--- src/rsc_pkg.sv ---
// Package for the receive sync and correlator configuration block
package rsc_pkg;
   // Register indices; byte address is four times the index
   localparam logic [7:0] IDX_SOF_HIGH  = 8'h5A;
   localparam logic [7:0] IDX_SOF_LOW   = 8'h5B;
   localparam logic [7:0] IDX_SYNC_MODE = 8'h5C;
   localparam logic [7:0] IDX_DEMOD     = 8'h5D;
   localparam logic [7:0] IDX_CORR      = 8'h5E;
   localparam logic [7:0] IDX_TRIM      = 8'h5F;
   localparam logic [7:0] IDX_STATUS    = 8'h60;
   localparam int ADDR_W = 10;
   // Reset values
   localparam logic [7:0] RST_SOF_HIGH  = 8'h00;
   localparam logic [7:0] RST_SOF_LOW   = 8'h00;
   localparam logic [7:0] RST_SYNC_MODE = 8'h00;
   localparam logic [7:0] RST_DEMOD     = 8'h00;
   localparam logic [7:0] RST_CORR      = 8'h00;
   localparam logic [7:0] RST_TRIM      = 8'h80;
   // Field positions
   localparam int SM_LEN_LSB  = 4;
   localparam int SM_NEG_EDGE = 3;
   localparam int SM_HALF     = 2;
   localparam int SM_KIND_LSB = 0;
   localparam int DM_AVG      = 5;
   localparam int DM_SQUARE   = 4;
   localparam int DM_PEAK     = 3;
   localparam int DM_POL      = 2;
   localparam int DM_FSK      = 1;
   localparam int DM_BPSK     = 0;
   localparam int CR_FREQ_LSB = 6;
   localparam int CR_RATE_LSB = 4;
   localparam int CR_WIN      = 3;
   localparam logic [7:0] DEMOD_MASK = 8'h3F;
   localparam logic [7:0] CORR_MASK  = 8'hF8;
   // Correlation window sizes
   localparam logic [6:0] WIN_LONG  = 7'h40;
   localparam logic [6:0] WIN_SHORT = 7'h20;
   // AXI responses
   localparam logic [1:0] RESP_OKAY   = 2'h0;
   localparam logic [1:0] RESP_SLVERR = 2'h2;
   typedef enum logic [1:0] {RSC_KIND_BURST, RSC_KIND_NIBBLE, RSC_KIND_BYTE,
                             RSC_KIND_RSVD} rsc_kind_t;
   typedef enum logic [1:0] {RSC_F212, RSC_F424, RSC_F848} rsc_freq_t;
endpackage : rsc_pkg

--- src/rsc_four_sample_average.sv ---
// Sample pre-filter: optional square shaping and four-sample averaging
module rsc_four_sample_average
   import rsc_pkg::*;
#(
   parameter int SW = 8
) (
   input  wire logic          clk,
   input  wire logic          rst_b,
   input  wire logic          square_shaping,
   input  wire logic          four_sample_average,
   input  wire logic          smp_valid,
   input  wire logic [SW-1:0] smp_data,
   output      logic          out_valid,
   output      logic [SW-1:0] out_data
);
   if (SW < 2) begin : g_bad_sw
      $error("SW too small");
   end
   typedef struct packed {
      logic [SW+1:0] acc;
      logic [1:0]    cnt;
      logic          vld;
      logic [SW-1:0] dat;
   } rsc_pf_t;
   rsc_pf_t st_ff, nxt_st;
   logic [SW-1:0] shaped;
   always_comb begin
      if (square_shaping) begin
         shaped = smp_data[SW-1] ? {SW{1'b1}} : {SW{1'b0}};
      end else begin
         shaped = smp_data;
      end
   end
   always_comb begin
      nxt_st = st_ff;
      nxt_st.vld = 1'b0;
      if (smp_valid) begin
         if (four_sample_average) begin
            nxt_st.cnt = st_ff.cnt + 2'h1;
            if (st_ff.cnt == 2'h3) begin
               nxt_st.acc = '0;
               nxt_st.vld = 1'b1;
               nxt_st.dat = SW'((st_ff.acc + (SW+2)'(shaped)) >> 2);
            end else begin
               nxt_st.acc = st_ff.acc + (SW+2)'(shaped);
            end
         end else begin
            nxt_st.vld = 1'b1;
            nxt_st.dat = shaped;
            nxt_st.cnt = 2'h0;
            nxt_st.acc = '0;
         end
      end
   end
   always_ff @(posedge clk) begin
      if (!rst_b) begin
         st_ff <= '0;
      end else begin
         st_ff <= nxt_st;
      end
   end
   assign out_valid = st_ff.vld;
   assign out_data  = st_ff.dat;
   // one output per four inputs when averaging
   AST_AVG_GROUP: assert property (@(posedge clk) disable iff (!rst_b)
      four_sample_average && smp_valid && st_ff.cnt != 2'h3 |=> !out_valid)
      else $error("average emitted early");
   AST_SQUARE: assert property (@(posedge clk) disable iff (!rst_b)
      square_shaping && !four_sample_average && smp_valid
      |=> out_data == {SW{1'b1}} || out_data == {SW{1'b0}})
      else $error("shaped sample not rectangular");
   COV_AVG: cover property (@(posedge clk) disable iff (!rst_b)
      four_sample_average && out_valid);
endmodule : rsc_four_sample_average

--- src/rsc_sync_match.sv ---
// Start-of-frame matcher against the programmed pattern
module rsc_sync_match
   import rsc_pkg::*;
(
   input  wire logic        clk,
   input  wire logic        rst_b,
   input  wire logic [15:0] sof_pattern_value,
   input  wire logic [3:0]  sync_valid_bit_count,
   input  wire logic [1:0]  sync_pattern_kind,
   input  wire logic        bit_valid,
   input  wire logic        bit_data,
   input  wire logic        bit_coll,
   input  wire logic        frame_start,
   output      logic        sof_found,
   output      logic        sof_error,
   output      logic [3:0]  bit_index
);
   function automatic logic nib_expect(input logic [15:0] v, input logic [3:0] i,
                                       output logic coll);
      logic [3:0] nb;
      nb   = v[{i[1:0], 2'b00} +: 4];
      coll = nb[0];
      return nb[1];
   endfunction : nib_expect
   typedef struct packed {
      logic [3:0] idx;
      logic       hunt;
      logic       found;
      logic       err;
   } rsc_sm_t;
   rsc_sm_t st_ff, nxt_st;
   logic exp_bit;
   logic exp_coll;
   logic hit;
   logic last;
   always_comb begin
      exp_coll = 1'b0;
      exp_bit  = 1'b0;
      hit      = 1'b0;
      last     = 1'b0;
      case (rsc_kind_t'(sync_pattern_kind))
         RSC_KIND_NIBBLE: begin
            exp_bit = nib_expect(sof_pattern_value, st_ff.idx, exp_coll);
            hit  = exp_coll ? bit_coll : (!bit_coll && bit_data == exp_bit);
            last = (st_ff.idx + 4'h1 >= sync_valid_bit_count) || st_ff.idx == 4'h3;
         end
         RSC_KIND_BURST: begin
            exp_bit = sof_pattern_value[4'hF - st_ff.idx];
            hit  = !bit_coll && bit_data == exp_bit;
            last = st_ff.idx + 4'h1 >= sync_valid_bit_count;
         end
         RSC_KIND_BYTE: begin
            hit  = !bit_coll && !bit_data;
            last = 1'b1;
         end
         default: begin
            hit = 1'b0;
         end
      endcase
   end
   always_comb begin
      nxt_st = st_ff;
      nxt_st.found = 1'b0;
      nxt_st.err   = 1'b0;
      if (frame_start) begin
         nxt_st.idx  = 4'h0;
         nxt_st.hunt = 1'b1;
      end else if (st_ff.hunt && bit_valid) begin
         if (sync_valid_bit_count == 4'h0 && sync_pattern_kind < 2'h2) begin
            nxt_st.found = 1'b1;
            nxt_st.hunt  = 1'b0;
         end else if (!hit) begin
            nxt_st.err  = 1'b1;
            nxt_st.hunt = 1'b0;
         end else if (last) begin
            nxt_st.found = 1'b1;
            nxt_st.hunt  = 1'b0;
         end else begin
            nxt_st.idx = st_ff.idx + 4'h1;
         end
      end
   end
   always_ff @(posedge clk) begin
      if (!rst_b) begin
         st_ff <= '0;
      end else begin
         st_ff <= nxt_st;
      end
   end
   assign sof_found = st_ff.found;
   assign sof_error = st_ff.err;
   assign bit_index = st_ff.idx;
   AST_COLL_OK: assert property (@(posedge clk) disable iff (!rst_b)
      st_ff.hunt && bit_valid && !frame_start && sync_pattern_kind == 2'h1
      && exp_coll && bit_coll |=> !sof_error)
      else $error("expected collision rejected");
   AST_RSVD: assert property (@(posedge clk) disable iff (!rst_b)
      sync_pattern_kind == 2'h3 && sync_valid_bit_count != 4'h0 |=> !sof_found)
      else $error("reserved kind matched");
   COV_NIB: cover property (@(posedge clk) disable iff (!rst_b)
      sof_found && sync_pattern_kind == 2'h1);
endmodule : rsc_sync_match

--- src/rsc_top.sv ---
// Receive sync/correlator configuration registers with AXI4-Lite slave
// Summary of operation
// - Software byte holds low eight bits of start-of-frame pattern.
// - Software byte holds high byte of start-of-frame pattern.
// - Four-bit length field limits how many pattern bits are matched.
// - Negative-edge bit sets grid at first correlation falling edge.
// - Half-last bit makes final sync bit half length.
// - Kind 0 burst of 16, 2 start-bit resync, 3 reserved.
// - Kind 1 reads each nibble as data bit plus collision flag.
// - Collision flag set means data ignored, collision expected.
// - Averaging bit combines four samples into one value.
// - Shaping bit squares converter samples before processing.
// - Grid polarity bit picks correlation maximum or minimum.
// - Polarity clear decodes subcarrier then no subcarrier.
// - FSK bit selects frequency-shift demodulation.
// - BPSK bit selects phase-shift modulation scheme.
// - Rate field sets clocks per correlation; value 3 reserved.
// - Window bit selects 32 values when set, else 64.
module rsc_top
   import rsc_pkg::*;
#(
   parameter int SW = 8
) (
   input  wire logic                        clk,
   input  wire logic                        rst_b,
   input  wire logic [rsc_pkg::ADDR_W-1:0]  s_axi_awaddr,
   input  wire logic                        s_axi_awvalid,
   output      logic                        s_axi_awready,
   input  wire logic [31:0]                 s_axi_wdata,
   input  wire logic [3:0]                  s_axi_wstrb,
   input  wire logic                        s_axi_wvalid,
   output      logic                        s_axi_wready,
   output      logic [1:0]                  s_axi_bresp,
   output      logic                        s_axi_bvalid,
   input  wire logic                        s_axi_bready,
   input  wire logic [rsc_pkg::ADDR_W-1:0]  s_axi_araddr,
   input  wire logic                        s_axi_arvalid,
   output      logic                        s_axi_arready,
   output      logic [31:0]                 s_axi_rdata,
   output      logic [1:0]                  s_axi_rresp,
   output      logic                        s_axi_rvalid,
   input  wire logic                        s_axi_rready,
   input  wire logic                        smp_valid,
   input  wire logic [SW-1:0]               smp_data,
   input  wire logic                        corr_valid,
   input  wire logic                        corr_level,
   input  wire logic                        corr_peak,
   input  wire logic                        corr_trough,
   input  wire logic                        bit_valid,
   input  wire logic                        bit_data,
   input  wire logic                        bit_coll,
   input  wire logic                        frame_start,
   output      logic                        filt_valid,
   output      logic [SW-1:0]               filt_data,
   output      logic                        grid_strobe,
   output      logic                        half_length_final_bit,
   output      logic                        use_fsk,
   output      logic                        use_bpsk,
   output      logic                        manchester_polarity,
   output      logic [1:0]                  subcarrier_sel,
   output      logic [1:0]                  correlation_rate,
   output      logic                        rate_reserved,
   output      logic [6:0]                  correlation_len,
   output      logic [7:0]                  receiver_factory_trim,
   output      logic                        sof_found,
   output      logic                        sof_error
);
   import rsc_pkg::*;
   if (SW < 2 || SW > 16) begin : g_bad_sw
      $error("SW out of range");
   end
   typedef struct packed {
      logic        aw_got;
      logic [7:0]  aw_idx;
      logic        w_got;
      logic [31:0] wdat;
      logic [3:0]  wstb;
      logic        bvld;
      logic [1:0]  bresp;
      logic        rvld;
      logic [31:0] rdat;
      logic [1:0]  rresp;
      logic [7:0]  sof_high;
      logic [7:0]  sof_low;
      logic [7:0]  sync_mode;
      logic [7:0]  demod;
      logic [7:0]  corr;
      logic [7:0]  trim;
      logic        corr_prev;
      logic        edge_seen;
      logic        grid;
      logic        found_sticky;
      logic        err_sticky;
   } rsc_st_t;
   rsc_st_t st_ff, nxt_st;
   function automatic logic idx_known(input logic [7:0] idx);
      return idx >= IDX_SOF_HIGH && idx <= IDX_STATUS;
   endfunction : idx_known
   function automatic logic [7:0] idx_of(input logic [ADDR_W-1:0] a);
      return a[ADDR_W-1:2];
   endfunction : idx_of
   logic [15:0] sof_pattern_value;
   logic        aw_fire;
   logic        w_fire;
   logic        do_write;
   logic [7:0]  wbyte;
   logic [7:0]  rd_idx;
   logic        m_found;
   logic        m_err;
   logic [3:0]  m_idx;
   assign sof_pattern_value = {st_ff.sof_high, st_ff.sof_low};
   assign s_axi_awready = !st_ff.aw_got && !st_ff.bvld;
   assign s_axi_wready  = !st_ff.w_got && !st_ff.bvld;
   assign s_axi_arready = !st_ff.rvld;
   assign aw_fire  = s_axi_awvalid && s_axi_awready;
   assign w_fire   = s_axi_wvalid && s_axi_wready;
   assign do_write = (st_ff.aw_got || aw_fire) && (st_ff.w_got || w_fire);
   assign rd_idx   = idx_of(s_axi_araddr);
   always_comb begin
      logic [7:0]  widx;
      logic [31:0] wd;
      logic        wl;
      widx  = aw_fire ? idx_of(s_axi_awaddr) : st_ff.aw_idx;
      wd    = w_fire ? s_axi_wdata : st_ff.wdat;
      wl    = w_fire ? s_axi_wstrb[0] : st_ff.wstb[0];
      wbyte = wd[7:0];
      nxt_st = st_ff;
      if (aw_fire) begin
         nxt_st.aw_got = 1'b1;
         nxt_st.aw_idx = idx_of(s_axi_awaddr);
      end
      if (w_fire) begin
         nxt_st.w_got = 1'b1;
         nxt_st.wdat  = s_axi_wdata;
         nxt_st.wstb  = s_axi_wstrb;
      end
      if (st_ff.bvld && s_axi_bready) begin
         nxt_st.bvld = 1'b0;
      end
      if (do_write) begin
         nxt_st.aw_got = 1'b0;
         nxt_st.w_got  = 1'b0;
         nxt_st.bvld   = 1'b1;
         nxt_st.bresp  = idx_known(widx) ? RESP_OKAY : RESP_SLVERR;
         if (wl) begin
            case (widx)
               IDX_SOF_HIGH:  nxt_st.sof_high  = wbyte;
               IDX_SOF_LOW:   nxt_st.sof_low   = wbyte;
               IDX_SYNC_MODE: nxt_st.sync_mode = wbyte;
               IDX_DEMOD:     nxt_st.demod     = wbyte & DEMOD_MASK;
               IDX_CORR:      nxt_st.corr      = wbyte & CORR_MASK;
               // trim stays writable; software keeps boot value
               IDX_TRIM:      nxt_st.trim      = wbyte;
               default:       nxt_st.trim      = st_ff.trim;
            endcase
         end
      end
      if (st_ff.rvld && s_axi_rready) begin
         nxt_st.rvld = 1'b0;
      end
      if (s_axi_arvalid && s_axi_arready) begin
         nxt_st.rvld  = 1'b1;
         nxt_st.rresp = idx_known(rd_idx) ? RESP_OKAY : RESP_SLVERR;
         case (rd_idx)
            IDX_SOF_HIGH:  nxt_st.rdat = {24'h000000, st_ff.sof_high};
            IDX_SOF_LOW:   nxt_st.rdat = {24'h000000, st_ff.sof_low};
            IDX_SYNC_MODE: nxt_st.rdat = {24'h000000, st_ff.sync_mode};
            IDX_DEMOD:     nxt_st.rdat = {24'h000000, st_ff.demod};
            IDX_CORR:      nxt_st.rdat = {24'h000000, st_ff.corr};
            IDX_TRIM:      nxt_st.rdat = {24'h000000, st_ff.trim};
            IDX_STATUS:    nxt_st.rdat = {24'h000000, m_idx, 2'h0,
                                          st_ff.err_sticky, st_ff.found_sticky};
            default:       nxt_st.rdat = 32'h00000000;
         endcase
      end
      // Status stickies: a new event wins over a read clear
      if (s_axi_arvalid && s_axi_arready && rd_idx == IDX_STATUS) begin
         nxt_st.found_sticky = 1'b0;
         nxt_st.err_sticky   = 1'b0;
      end
      if (m_found) begin
         nxt_st.found_sticky = 1'b1;
      end
      if (m_err) begin
         nxt_st.err_sticky = 1'b1;
      end
      // Bit grid placement
      nxt_st.grid = 1'b0;
      if (frame_start) begin
         nxt_st.edge_seen = 1'b0;
         nxt_st.corr_prev = 1'b0;
      end else if (corr_valid) begin
         nxt_st.corr_prev = corr_level;
         if (st_ff.sync_mode[SM_NEG_EDGE]) begin
            if (!st_ff.edge_seen && st_ff.corr_prev && !corr_level) begin
               nxt_st.grid      = 1'b1;
               nxt_st.edge_seen = 1'b1;
            end
         end else begin
            nxt_st.grid = st_ff.demod[DM_PEAK] ? corr_peak : corr_trough;
         end
      end
   end
   always_ff @(posedge clk) begin
      if (!rst_b) begin
         st_ff           <= '0;
         st_ff.sof_high  <= RST_SOF_HIGH;
         st_ff.sof_low   <= RST_SOF_LOW;
         st_ff.sync_mode <= RST_SYNC_MODE;
         st_ff.demod     <= RST_DEMOD;
         st_ff.corr      <= RST_CORR;
         st_ff.trim      <= RST_TRIM;
      end else begin
         st_ff <= nxt_st;
      end
   end
   assign s_axi_bvalid = st_ff.bvld;
   assign s_axi_bresp  = st_ff.bresp;
   assign s_axi_rvalid = st_ff.rvld;
   assign s_axi_rdata  = st_ff.rdat;
   assign s_axi_rresp  = st_ff.rresp;
   assign grid_strobe  = st_ff.grid;
   assign half_length_final_bit = st_ff.sync_mode[SM_HALF];
   assign use_fsk  = st_ff.demod[DM_FSK];
   assign use_bpsk = st_ff.demod[DM_BPSK];
   assign manchester_polarity = st_ff.demod[DM_POL];
   assign subcarrier_sel = (st_ff.corr[CR_FREQ_LSB +: 2] == 2'h3) ? RSC_F848
                           : st_ff.corr[CR_FREQ_LSB +: 2];
   assign correlation_rate = st_ff.corr[CR_RATE_LSB +: 2];
   assign rate_reserved    = st_ff.corr[CR_RATE_LSB +: 2] == 2'h3;
   assign correlation_len = st_ff.corr[CR_WIN] ? WIN_SHORT : WIN_LONG;
   assign receiver_factory_trim = st_ff.trim;
   assign sof_found = m_found;
   assign sof_error = m_err;
   rsc_four_sample_average #(
      .SW (SW)
   ) u_pf (
      .clk                 (clk),
      .rst_b               (rst_b),
      .square_shaping      (st_ff.demod[DM_SQUARE]),
      .four_sample_average (st_ff.demod[DM_AVG]),
      .smp_valid           (smp_valid),
      .smp_data            (smp_data),
      .out_valid           (filt_valid),
      .out_data            (filt_data)
   );
   rsc_sync_match u_sm (
      .clk                  (clk),
      .rst_b                (rst_b),
      .sof_pattern_value    (sof_pattern_value),
      .sync_valid_bit_count (st_ff.sync_mode[SM_LEN_LSB +: 4]),
      .sync_pattern_kind    (st_ff.sync_mode[SM_KIND_LSB +: 2]),
      .bit_valid            (bit_valid),
      .bit_data             (bit_data),
      .bit_coll             (bit_coll),
      .frame_start          (frame_start),
      .sof_found            (m_found),
      .sof_error            (m_err),
      .bit_index            (m_idx)
   );
   AST_LOW_WRITE: assert property (@(posedge clk) disable iff (!rst_b)
      do_write && (aw_fire ? idx_of(s_axi_awaddr) : st_ff.aw_idx) == IDX_SOF_LOW
      && (w_fire ? s_axi_wstrb[0] : st_ff.wstb[0])
      |=> sof_pattern_value[7:0] == $past(wbyte))
      else $error("low pattern byte not stored");
   AST_HIGH_WRITE: assert property (@(posedge clk) disable iff (!rst_b)
      do_write && (aw_fire ? idx_of(s_axi_awaddr) : st_ff.aw_idx) == IDX_SOF_HIGH
      && (w_fire ? s_axi_wstrb[0] : st_ff.wstb[0])
      |=> sof_pattern_value[15:8] == $past(wbyte))
      else $error("high pattern byte not stored");
   AST_WIN: assert property (@(posedge clk) disable iff (!rst_b)
      correlation_len == (st_ff.corr[CR_WIN] ? 7'h20 : 7'h40))
      else $error("window length wrong");
   AST_FREQ: assert property (@(posedge clk) disable iff (!rst_b)
      st_ff.corr[7] |-> subcarrier_sel == 2'h2)
      else $error("848k not selected");
   AST_EDGE_ONCE: assert property (@(posedge clk) disable iff (!rst_b)
      grid_strobe && st_ff.sync_mode[SM_NEG_EDGE] && !frame_start
      |=> !grid_strobe)
      else $error("second falling-edge grid");
   AST_PEAK: assert property (@(posedge clk) disable iff (!rst_b)
      corr_valid && !frame_start && !st_ff.sync_mode[SM_NEG_EDGE]
      && st_ff.demod[DM_PEAK] |=> grid_strobe == $past(corr_peak))
      else $error("grid not at maximum");
   AST_FSK: assert property (@(posedge clk) disable iff (!rst_b)
      use_fsk == st_ff.demod[1] && use_bpsk == st_ff.demod[0])
      else $error("scheme select wrong");
   AST_RATE: assert property (@(posedge clk) disable iff (!rst_b)
      rate_reserved |-> correlation_rate == 2'h3)
      else $error("rate reserved flag wrong");
   AST_BRESP: assert property (@(posedge clk) disable iff (!rst_b)
      s_axi_bvalid && !s_axi_bready |=> s_axi_bvalid && $stable(s_axi_bresp))
      else $error("write response dropped");
   AST_TROUGH: assert property (@(posedge clk) disable iff (!rst_b)
      corr_valid && !frame_start && !st_ff.sync_mode[SM_NEG_EDGE]
      && !st_ff.demod[DM_PEAK] |=> grid_strobe == $past(corr_trough))
      else $error("grid not at minimum");
   AST_RSVD_BITS: assert property (@(posedge clk) disable iff (!rst_b)
      st_ff.demod[7:6] == 2'h0 && st_ff.corr[2:0] == 3'h0)
      else $error("reserved bits set");
   AST_RHOLD: assert property (@(posedge clk) disable iff (!rst_b)
      s_axi_rvalid && !s_axi_rready |=> s_axi_rvalid && $stable(s_axi_rdata))
      else $error("read data dropped");
   AST_BUSY: assert property (@(posedge clk) disable iff (!rst_b)
      s_axi_bvalid |-> !s_axi_awready && !s_axi_wready)
      else $error("write taken during response");
   AST_STICKY: assert property (@(posedge clk) disable iff (!rst_b)
      m_found |=> st_ff.found_sticky)
      else $error("found event lost");
   AST_TRIM_HOLD: assert property (@(posedge clk) disable iff (!rst_b)
      !do_write |=> $stable(receiver_factory_trim))
      else $error("trim changed without write");
   COV_WRITE: cover property (@(posedge clk) disable iff (!rst_b) do_write);
   COV_READ: cover property (@(posedge clk) disable iff (!rst_b)
      s_axi_rvalid && s_axi_rready);
   COV_SOF: cover property (@(posedge clk) disable iff (!rst_b) sof_found);
endmodule : rsc_top

--- config.mk ---
export PLATFORM = sky130hd
export DESIGN_NAME = rsc_top
export DESIGN_NICKNAME = d
export VERILOG_FILES = /design/src/rsc_pkg.sv /design/src/rsc_four_sample_average.sv /design/src/rsc_sync_match.sv /design/src/rsc_top.sv
export SDC_FILE = /design/constraint.sdc
export NUM_CORES = 1
export LEC_CHECK = 0
export BUFFER_PORTS_ARGS = -buffer_cell sky130_fd_sc_hd__buf_2
export CAP_MARGIN = 30
export CORE_MARGIN = 4
export CORE_UTILIZATION = 57
export CTS_CLUSTER_DIAMETER = 50
export DETAILED_ROUTE_END_ITERATION = 8
export PLACE_DENSITY = 0.85
export SETUP_SLACK_MARGIN = 0.02
export SYNTH_ARGS = -nofsm -noshare
export SYNTH_HDL_FRONTEND = slang
export SYNTH_SLANG_ARGS = --single-unit
export TNS_END_PERCENT = 1
--- constraint.sdc ---
create_clock -name clk -period 7.4 [get_ports clk]
set_clock_uncertainty 0.05 [all_clocks]
set_input_delay 1.11 -clock clk [delete_from_list [all_inputs] [get_ports clk]]
set_output_delay 1.11 -clock clk [all_outputs]
set_load 0.05 [all_outputs]
# Yosys cells after proc, flatten, opt, wreduce, memory -nomap -nowiden
# Cells that the tools add are included.
# Widths: inputs -> output; s select.
# word_totals
register_bits	133
latch_bits	0
ram_bits	0
romBits	0
inputBits	80
out_inout_bits	77
wordCells	157
memories	0
# classes
add_sub_neg	4
mul	0
div_mod_pow	0
n_lt_le_gt_ge	7
n_eq_ne	23
n_shift	1
muxes	36
n_bitwise	5
reduce_logical	52
# op_table
operator	count
$eq 8x7->1 const B	13
$pmux 8 s7	1
$mux 35	1
$mux 8	4
$mux 21	1
$reduce_and 3->1	7
$logic_and 1x1->1	18
$ge 8x7->1 const B	2
$le 8x7->1 const B	2
$shiftx 16x5->2	1
$mux 1	15
$mux 2	6
$add 10x8->10	1
$mux 10	1
$reduce_bool 2->1	5
$mux 9	1
$eq 2x2->1 const B	4
$logic_not 1->1	8
$mux 7	1
$mux 3	2
$pmux 1 s3	2
$reduce_and 2->1	3
$reduce_or 3->1	2
$lt 4x5->1 const B	1
other kinds (18)	26

# Longest topological paths before layout
# Gate-level depths: netlist of run 1.
# depth
depth_word	10
ltp_mapped	14
mapped_depth_nobuf	13

# Modules after synthesis
# Synthesis of run 1 repeated with hierarchy kept, for this count alone.
# unflattened
hier_cells	691
hier_area_um2	6159.7
# modules_own_cells
mod	n_inst	cells_each	area_per_inst_um2	seq_area_each_um2
rsc_top	1	429	3937.5	1581.5
rsc_four_sample_average	1	169	1405.1	420.4
rsc_sync_match	1	93	817.0	140.1

# Worst setup path before layout of run 1
# Ideal clock, no wire load.
# synth_timing
kind	input -> register
start	in s_axi_awvalid
end	reg st_ff[16] in the netlist's numbering
setup_ns	0.143
arrival_ns	3.213
required_ns	7.207
path_slack_ns	3.994
cell_stages	10
n_path_buf	3
cell_sequence	nor3b_2 -> buf_6 -> mux2i_1 -> nand3_1 -> or3_1 -> buf_6 -> or4b_4 -> buf_6 -> nor2_1 -> a211oi_2
# synth_via
elab_chain_cells	4
elab_cells_between_ends	6
classes_between	eq/ne (1); mux (1); reduce/logical (4)
# synth_lines
element	line_no	source
start, declared	rsc_top.sv:27	input wire logic s_axi_awvalid,
$logic_and 1x1->1 (*)	rsc_top.sv:115	assign aw_fire = s_axi_awvalid && s_axi_awready;
$mux 8 / $logic_or 1x1->1 (equally long branches)	rsc_top.sv:123, rsc_top.sv:117	
$eq 8x7->1 / $logic_and 1x1->1 (equally long branches)	rsc_top.sv:146, rsc_top.sv:117	
$reduce_and 3->1 (no line) (*)	-	
end signal, assigned	rsc_top.sv:214	st_ff <= nxt_st;
end, declared	rsc_top.sv:95	rsc_st_t st_ff, nxt_st;
# Mark *: on every way between the ends. The rest lies on a longest branch, timed or not.
# A chain may end at the register's enable or synchronous reset.

# Worst setup path in the final report of run 1
# layout_timing
start	in s_axi_awvalid
end	reg st_ff, in the netlist receiver_factory_trim[7]
# Same word-level chain as after synthesis.

==> results.md, run 1 <==
- Cell taking the most area after synthesis: dfxtp_1
- WP data required: 7.58 ns
- WL/cell: 16.6 microns
- Ys flop type: dfxtp_1
- CP Capture Type: flip-flop
- Slew headroom: 36.5%
- Post-CTS setup buffer count: 0
- Unrepaired setup endpoints after global routing: no
- Hold Buf Count CTS: 0
- Most common cell in the netlist: dfxtp_1
- FP Rows: 36
- Initial antenna violation count: 0
- Initial Util: 59.4%
- Tcrit/Tclk final: 52.7%
- Die Span Y: 110 microns
- Leak: 2.71 nW
- Vias in the first global route: 4640
- Area grow syn2layout: 6.13%
- Worst vdd ir: approximately 0.15 mV
- Crit Path Max Fanout: 12
- Area of the multi-input gates: 0.00321 sq mm
- Iter 0 DRT Violations: about 330
- Setup TNS: 0 ns
- Yosys synthesis warning count: 0
- Setup crit start kind: input port
- Top cell type's share of synthesized area: between 30% and 40%
- Hold Crit Class: flip-flop to flip-flop
- Cell breakdown of the critical path: buf_2 > nor3b_2 > mux2i_1 > nand3_1 > or3_1 > or4_1 > mux2i_1 > nand2_1
- Total GRT Usage: 23.3%
- Largest net degree at the start of global routing: 49
- Netlist Area Pre-Place: just under 0.006 sq mm
- Placer Congestion: between 0.9 and 1
- Via count: 4821
- I/O pin count: 157
- # nets final: 800
- Hold slack: 0.414 ns
- Detailed Route WL: 14.0 mm
- Critical path class: input port to flip-flop
- Share of post-route cells with drive strength above 1: 20.1%
- CP max stage delay: 0.74 ns
- Worst-case clock buffer depth: 2
- Slew @ Worst Pin: 0.925 ns
- I/O Buffers: 94
- Clock-pin slew on the worst setup and hold paths: ~0.11 ns
- Clk Latency, worst-skew pair: 0.37 ns
- TritonCTS clock tree: done
- Global-route wire length before repair: 22.2 mm
- Mapped Cells: about 660
- Syn_area_per_cell: 9.03 sq um
- Async SR Flop Fraction: 0%
- FF+latch area: ~0.0021 sq mm
- Drt drc: 0
- Most used cell, CP: mux2i_1
- Fmax achieved: 0.256 GHz
- Final antenna-violating net count: 0
- Clock sink total: approximately 110
- Overflow after GRT: 0
- Routed vias/inst: 5.72
- Post-synth cell types: 67
- PostCTS Resize Cnt: 0
- CP arrival: 4.08 ns
- Area contributors post-synth: dfxtp_1, mux2i_1, buf_4
- Die X: 110 microns
- Post-synth EDFFs: 0
- Status: complete, no violations
- Register area share after synthesis: 36.2%
- Core area: 0.00995 sq mm
- H-tree depth reported by CTS: 3
- Ant diodes: 0
- Slowest cell on the critical path: nor3b_2
- Commonest cells post-synth: dfxtp_1, nor2_1, mux2i_1, buf_4
- Die area: 0.0121 sq mm
- PD cells: 178 mW/mm^2
- Num CTS Buffers: 9
- Flops & latches, synth: 107
- DP HPWL: 10.3 mm
- Hold Violations, Final: 0
- DR pass1 iterations: 5
- Max Slew Vio Count: 0
- Final number of setup-violating endpoints: 0
- Clk root buf: clkbuf_8
- Crit path time final: 3.90 ns
- # Max-Cap Violations: 0
- Fillers: 813
[where the power goes]
group / internal [W] / switching (W)
sequential: 0.000590 / 0.00000715
clock: 0.000127 / 0.000210
combinational: 0.0000494 / 0.000134
total: 0.000766 / 0.000351
[logic make-up after synthesis]
logic type               count (synthesis)  share of synthesized area (%)
multiplexers                            85                           16.2
XOR/XNOR                                10                           1.48
flip-flops                             107                           36.2
AO/OA/AOI/OAI                          116                           12.9
adder cells (fa/ha/maj)                 15                           3.30
other                                    1                         0.0634
AND/OR/NAND/NOR                        208                           18.4
buffers and inverters                  113                           11.5
[area by class of cell]
| cell class | instances | share of cell area (%) |
|---|---|---|
| Multi-Input combinational cell | 465 | 51.2 |
| Inverter | 26 | 1.55 |
| Clock inverter | 6 | 0.737 |
| Tap cell | 133 | 2.65 |
| Timing Repair Buffer | 96 | 7.73 |
| Clock buffer | 10 | 2.03 |
| Sequential cell | 107 | 34.1 |
[layer usage]
metal  wire length (microns)  part of all wire [%]  global-route usage [%]
met1                    5850                    42                    29.8
met2                    6770                    48                    39.0
met3                    1080                   7.7                    5.17
met4                     292                   2.1                    7.12
met5                       0                     0                       0
[worst paths after layout]
check,from,to,slack (ns),cells past startpoint
worst max-delay path,s_axi_awvalid,receiver_factory_trim[7],3.50,8
worst min register to register,s_axi_rdata[0],s_axi_rdata[0],0.41,2
worst max register to register,s_axi_bvalid,receiver_factory_trim[7],3.91,7
worst min-delay path,s_axi_rdata[0],s_axi_rdata[0],0.41,2
[layout by cell type, fill, tap and decap left out, drive strengths merged, types with 3 or more instances in the layout]
master | Yosys | layout
o21a | 3 | 3
conb | 1 | 31
o211a | 5 | 5
nor3b | 4 | 4
a2bb2oi | 3 | 3
and3 | 5 | 5
nand2 | 33 | 33
mux2i | 63 | 63
nor2 | 77 | 77
buf | 69 | 96
clkinv | 1 | 3
or4 | 3 | 3
o21ai | 24 | 24
o22ai | 5 | 5
inv | 25 | 28
a21o | 3 | 3
mux4 | 7 | 7
a21oi | 33 | 33
clkbuf | 18 | 10
nor2b | 24 | 24
and2 | 19 | 19
nor3 | 11 | 11
nor4b | 3 | 3
o221ai | 3 | 3
ha | 14 | 14
xor2 | 7 | 7
a21boi | 3 | 3
a22oi | 6 | 6
xnor2 | 3 | 3
a31oi | 4 | 4
dfxtp | 107 | 107
nand2b | 8 | 8
o31ai | 5 | 5
mux2 | 15 | 15
nand3 | 10 | 10
[critical path, delay by kind of cell]
family	cells	cell delay, ns
and+or+nand+nor	5	2.23
muxes	2	0.65
buffers and inverters	1	0.08
[sequential cells by signal, indices dropped and copies added, names as in the netlist, 2 cells and up]
name and flops:
sof_pattern_value 16, u_sm.bit_index 4, s_axi_rdata 8, u_pf.st_ff 12
st_ff 36, u_pf.out_data 8, receiver_factory_trim 8, correlation_rate 2
[stage by stage]
stage | worst slack, ns | total power (W) | instances | area (sq um) | utilization, %
after global placement | 2.97 | 0.000788 | 826 | 6100 | 61.2
after global routing | 3.32 | 0.00116 | 843 | 6280 | 63.1
after detailed placement | 3.12 | 0.000792 | 827 | 6100 | 61.3
final | 3.50 | 0.00112 | 843 | 6280 | 63.1
after floorplan | 3.99 | 0.000769 | 685 | 6030 | -
after CTS | 3.50 | 0.00112 | 843 | 6280 | 63.1
No activity file was read; power rests on OpenSTA's default activity.
==> run 2: changes to the inputs <==
- CORE_UTILIZATION: 57 -> 48
- PLACE_DENSITY: 0.85 -> 0.77
- clock period: 7.4 -> 3.34 ns (I/O delays scaled with it)
==> run 2 against run 1 <==
  * Total power rose to 2.6 times the previous value
  * Count of clock-buffer cells in the layout up 1
  * Hold slack worse by 0.13 ns
  * Register-to-register slack worse by 3.5 ns
  * Flip-flop and latch count unchanged
  * Clock power rose to 3.4 times the previous value
  * First-iteration DRC count down 17%
  * Final area up 4.5%
  * Non-clock buffer count up 13
  * Sequential share of layout area down 1.5 points
  * Routed wire length up 4.1%
  * Sequential power up 120%
  * Critical path type is now flip-flop to flip-flop
  * Largest cell class unchanged
==> results.md, run 2 (synthesis gave the netlist of run 1 again) <==
- CP startpoint: s_axi_bvalid
- Final number of setup-violating endpoints: 0 (unchanged)
- Crit path to: receiver_factory_trim[5]
- Global-route wire length before repair: 22.8 mm (+2.7%)
- Largest register FFs: 36 (unchanged)
- Hold slack: 0.287 ns (-0.127 ns)
- Routed vias/inst: 5.40 (-5.5%)
- Via count: 4808 (-0.27%)
- # Max-Cap Violations: 0 (unchanged)
- Num CTS Buffers: 9 (unchanged)
- CP Capture Type: flip-flop
- Final antenna-violating net count: 0 (unchanged)
- Worst setup margin: 0.424 ns (-3.08 ns)
- Tcrit/Tclk final: 87.3%
- Ant diodes: 0 (unchanged)
- Clock sink total: 107 (unchanged)
- PostCTS Resize Cnt: 0 (unchanged)
- Drt drc: 0 (unchanged)
- Crit path time final: 2.92 ns
- Setup TNS: 0 ns (unchanged)
- Most frequent cells in the layout: dfxtp_1, buf_2, nor2_1
- Worst vdd ir: 0.243 mV (+64%)
- Detailed Route WL: 14.6 mm (+4.1%)
- Leak: 2.83 nW (+4.5%)
- FP Rows: 40 (+11%)
- I/O Buffers: 94 (unchanged)
- Clk Latency, worst-skew pair: 0.35 ns (-0.02 ns)
- Placer Congestion: 0.976 (+5.3%)
- Share of post-route cells with drive strength above 1: 21.5% (+1.3 points)
- Initial antenna violation count: 0 (unchanged)
- Reg2reg start: s_axi_bvalid
- Unrepaired setup endpoints after global routing: no
- Initial Util: 49.0% (-10 points)
- Die X: 119 microns (+8.3%)
- Critical path class: flip-flop to flip-flop
- TritonCTS clock tree: done
- Fillers: 1074 (+32%)
- Slew headroom: 44.4% (+7.9 points)
- DP HPWL: 11.0 mm (+6.1%)
- Area grow syn2layout: 11.0%
- Vias in the first global route: 4570 (-1.5%)
- Commonest non-fill, non-tap cell in the layout: dfxtp_1
- Core area: 0.0121 sq mm (+21%)
- Post-CTS setup buffer count: 0 (unchanged)
- Clock-pin slew on the worst setup and hold paths: 0.07 ns (-0.04 ns)
- Path depth of the worst reg2reg path: 7 (unchanged)
- PD cells: 439 mW/mm^2 (+150%)
- Setup crit start kind: flip-flop
- Hold Violations, Final: 0 (unchanged)
- Total GRT Usage: 19.8% (-3.4 points)
- Overflow after GRT: 0 (unchanged)
- CP arrival: 3.08 ns (-1.00 ns)
- Hold Buf Count CTS: 0 (unchanged)
- Crit Path Max Fanout: 8 (-4)
- # nets final: 813 (+1.6%)
- Flop2flop setup slack: 0.42 ns (-3.49 ns)
- I/O pin count: 157 (unchanged)
- WP data required: 3.50 ns (-4.08 ns)
- Die area: 0.0142 sq mm (+17%)
- Worst-case clock buffer depth: 2 (unchanged)
- Clk root buf: clkbuf_16
- WL/cell: 16.4 microns (-1.4%)
- H-tree depth reported by CTS: 3 (unchanged)
- RR Endpoint: receiver_factory_trim[5]
- Largest net degree at the start of global routing: 40 (-18%)
- Hold Crit Class: input port to flip-flop
- Slew @ Worst Pin: 0.834 ns (-0.0917 ns)
- Tot Pwr: 0.00288 W (+160%)
- Die Span Y: 119 microns (+8.3%)
- Iter 0 DRT Violations: 275 (-17%)
- DR pass1 iterations: 4 (-1)
- Fmax achieved: 0.343 GHz
- Max Slew Vio Count: 0 (unchanged)
- Dpl ws: 0.198 ns (-2.92 ns)
- Status: complete, no violations
- Largest reg by FF count: st_ff
run 2: cell types whose count changed in the layout (fill, tap and decap cells not counted):
cell,before,now
buf_4,2,15
clkbuf_16,0,9
clkbuf_8,9,1
bufinv_16,0,2
clkinv_2,2,0
inv_6,2,0
clkinvlp_4,1,2
inv_8,1,0
run 2: critical path, stage by stage (launching register included):
cell     delay (ns)
dfxtp_1        0.36
nor3b_2        0.47
mux2i_1        0.34
nand3_1        0.13
or3_1          0.41
or4_1          0.70
mux2i_1        0.25
nor2_1         0.05
run 2: worst min path at each step:
| stage | depth (start not counted) | end | from | slack [ns] |
|---|---|---|---|---|
| 2_1_floorplan | 2 | s_axi_rdata[0] | s_axi_rdata[0] | 0.38 |
| 3_3_place_gp | 2 | s_axi_rdata[0] | s_axi_rdata[0] | 0.39 |
| 3_5_place_dp | 2 | s_axi_rdata[0] | s_axi_rdata[0] | 0.40 |
| 4_1_cts | 2 | s_axi_rvalid | s_axi_rready | 0.28 |
| 5_1_grt | 2 | s_axi_rvalid | s_axi_rready | 0.30 |
| 6_report | 2 | s_axi_rvalid | s_axi_rready | 0.29 |
run 2: report_power, final:
part / total [W] / internal, W / switching, W
clock network: 0.00114 / 0.000674 / 0.000464
registers: 0.00132 / 0.00131 / 0.0000167
logic: 0.000421 / 0.000119 / 0.000302
total: 0.00288 / 0.00210 / 0.000783
run 2: layout make-up:
cell class | instances | area [sq um] | area share, %
clock buffer | 11 | 243 | 3.70
inverter | 26 | 97.6 | 1.49
multi-input combinational | 465 | 3210 | 48.9
timing repair buffer | 109 | 583 | 8.88
sequential | 107 | 2140 | 32.6
tap | 168 | 210 | 3.20
clock inverter | 4 | 75.1 | 1.14
run 2: through the flow:
step	cells	instance area [sq um]	util, %
floorplan	685	6030	-
global placement	875	6240	51.8
detailed placement	875	6240	51.8
CTS	890	6560	54.4
global route	890	6560	54.4
finish	890	6560	54.4
run 2: layer usage:
metal  track usage [%]  vias to the layer above  share of wire (%)
met3              4.18                       24                4.7
met4              7.17                        0                2.0
met1              23.9                     2318                 42
met2              34.8                      141                 51
met5                 0                        -                  0
li1                  -                     2325                  -
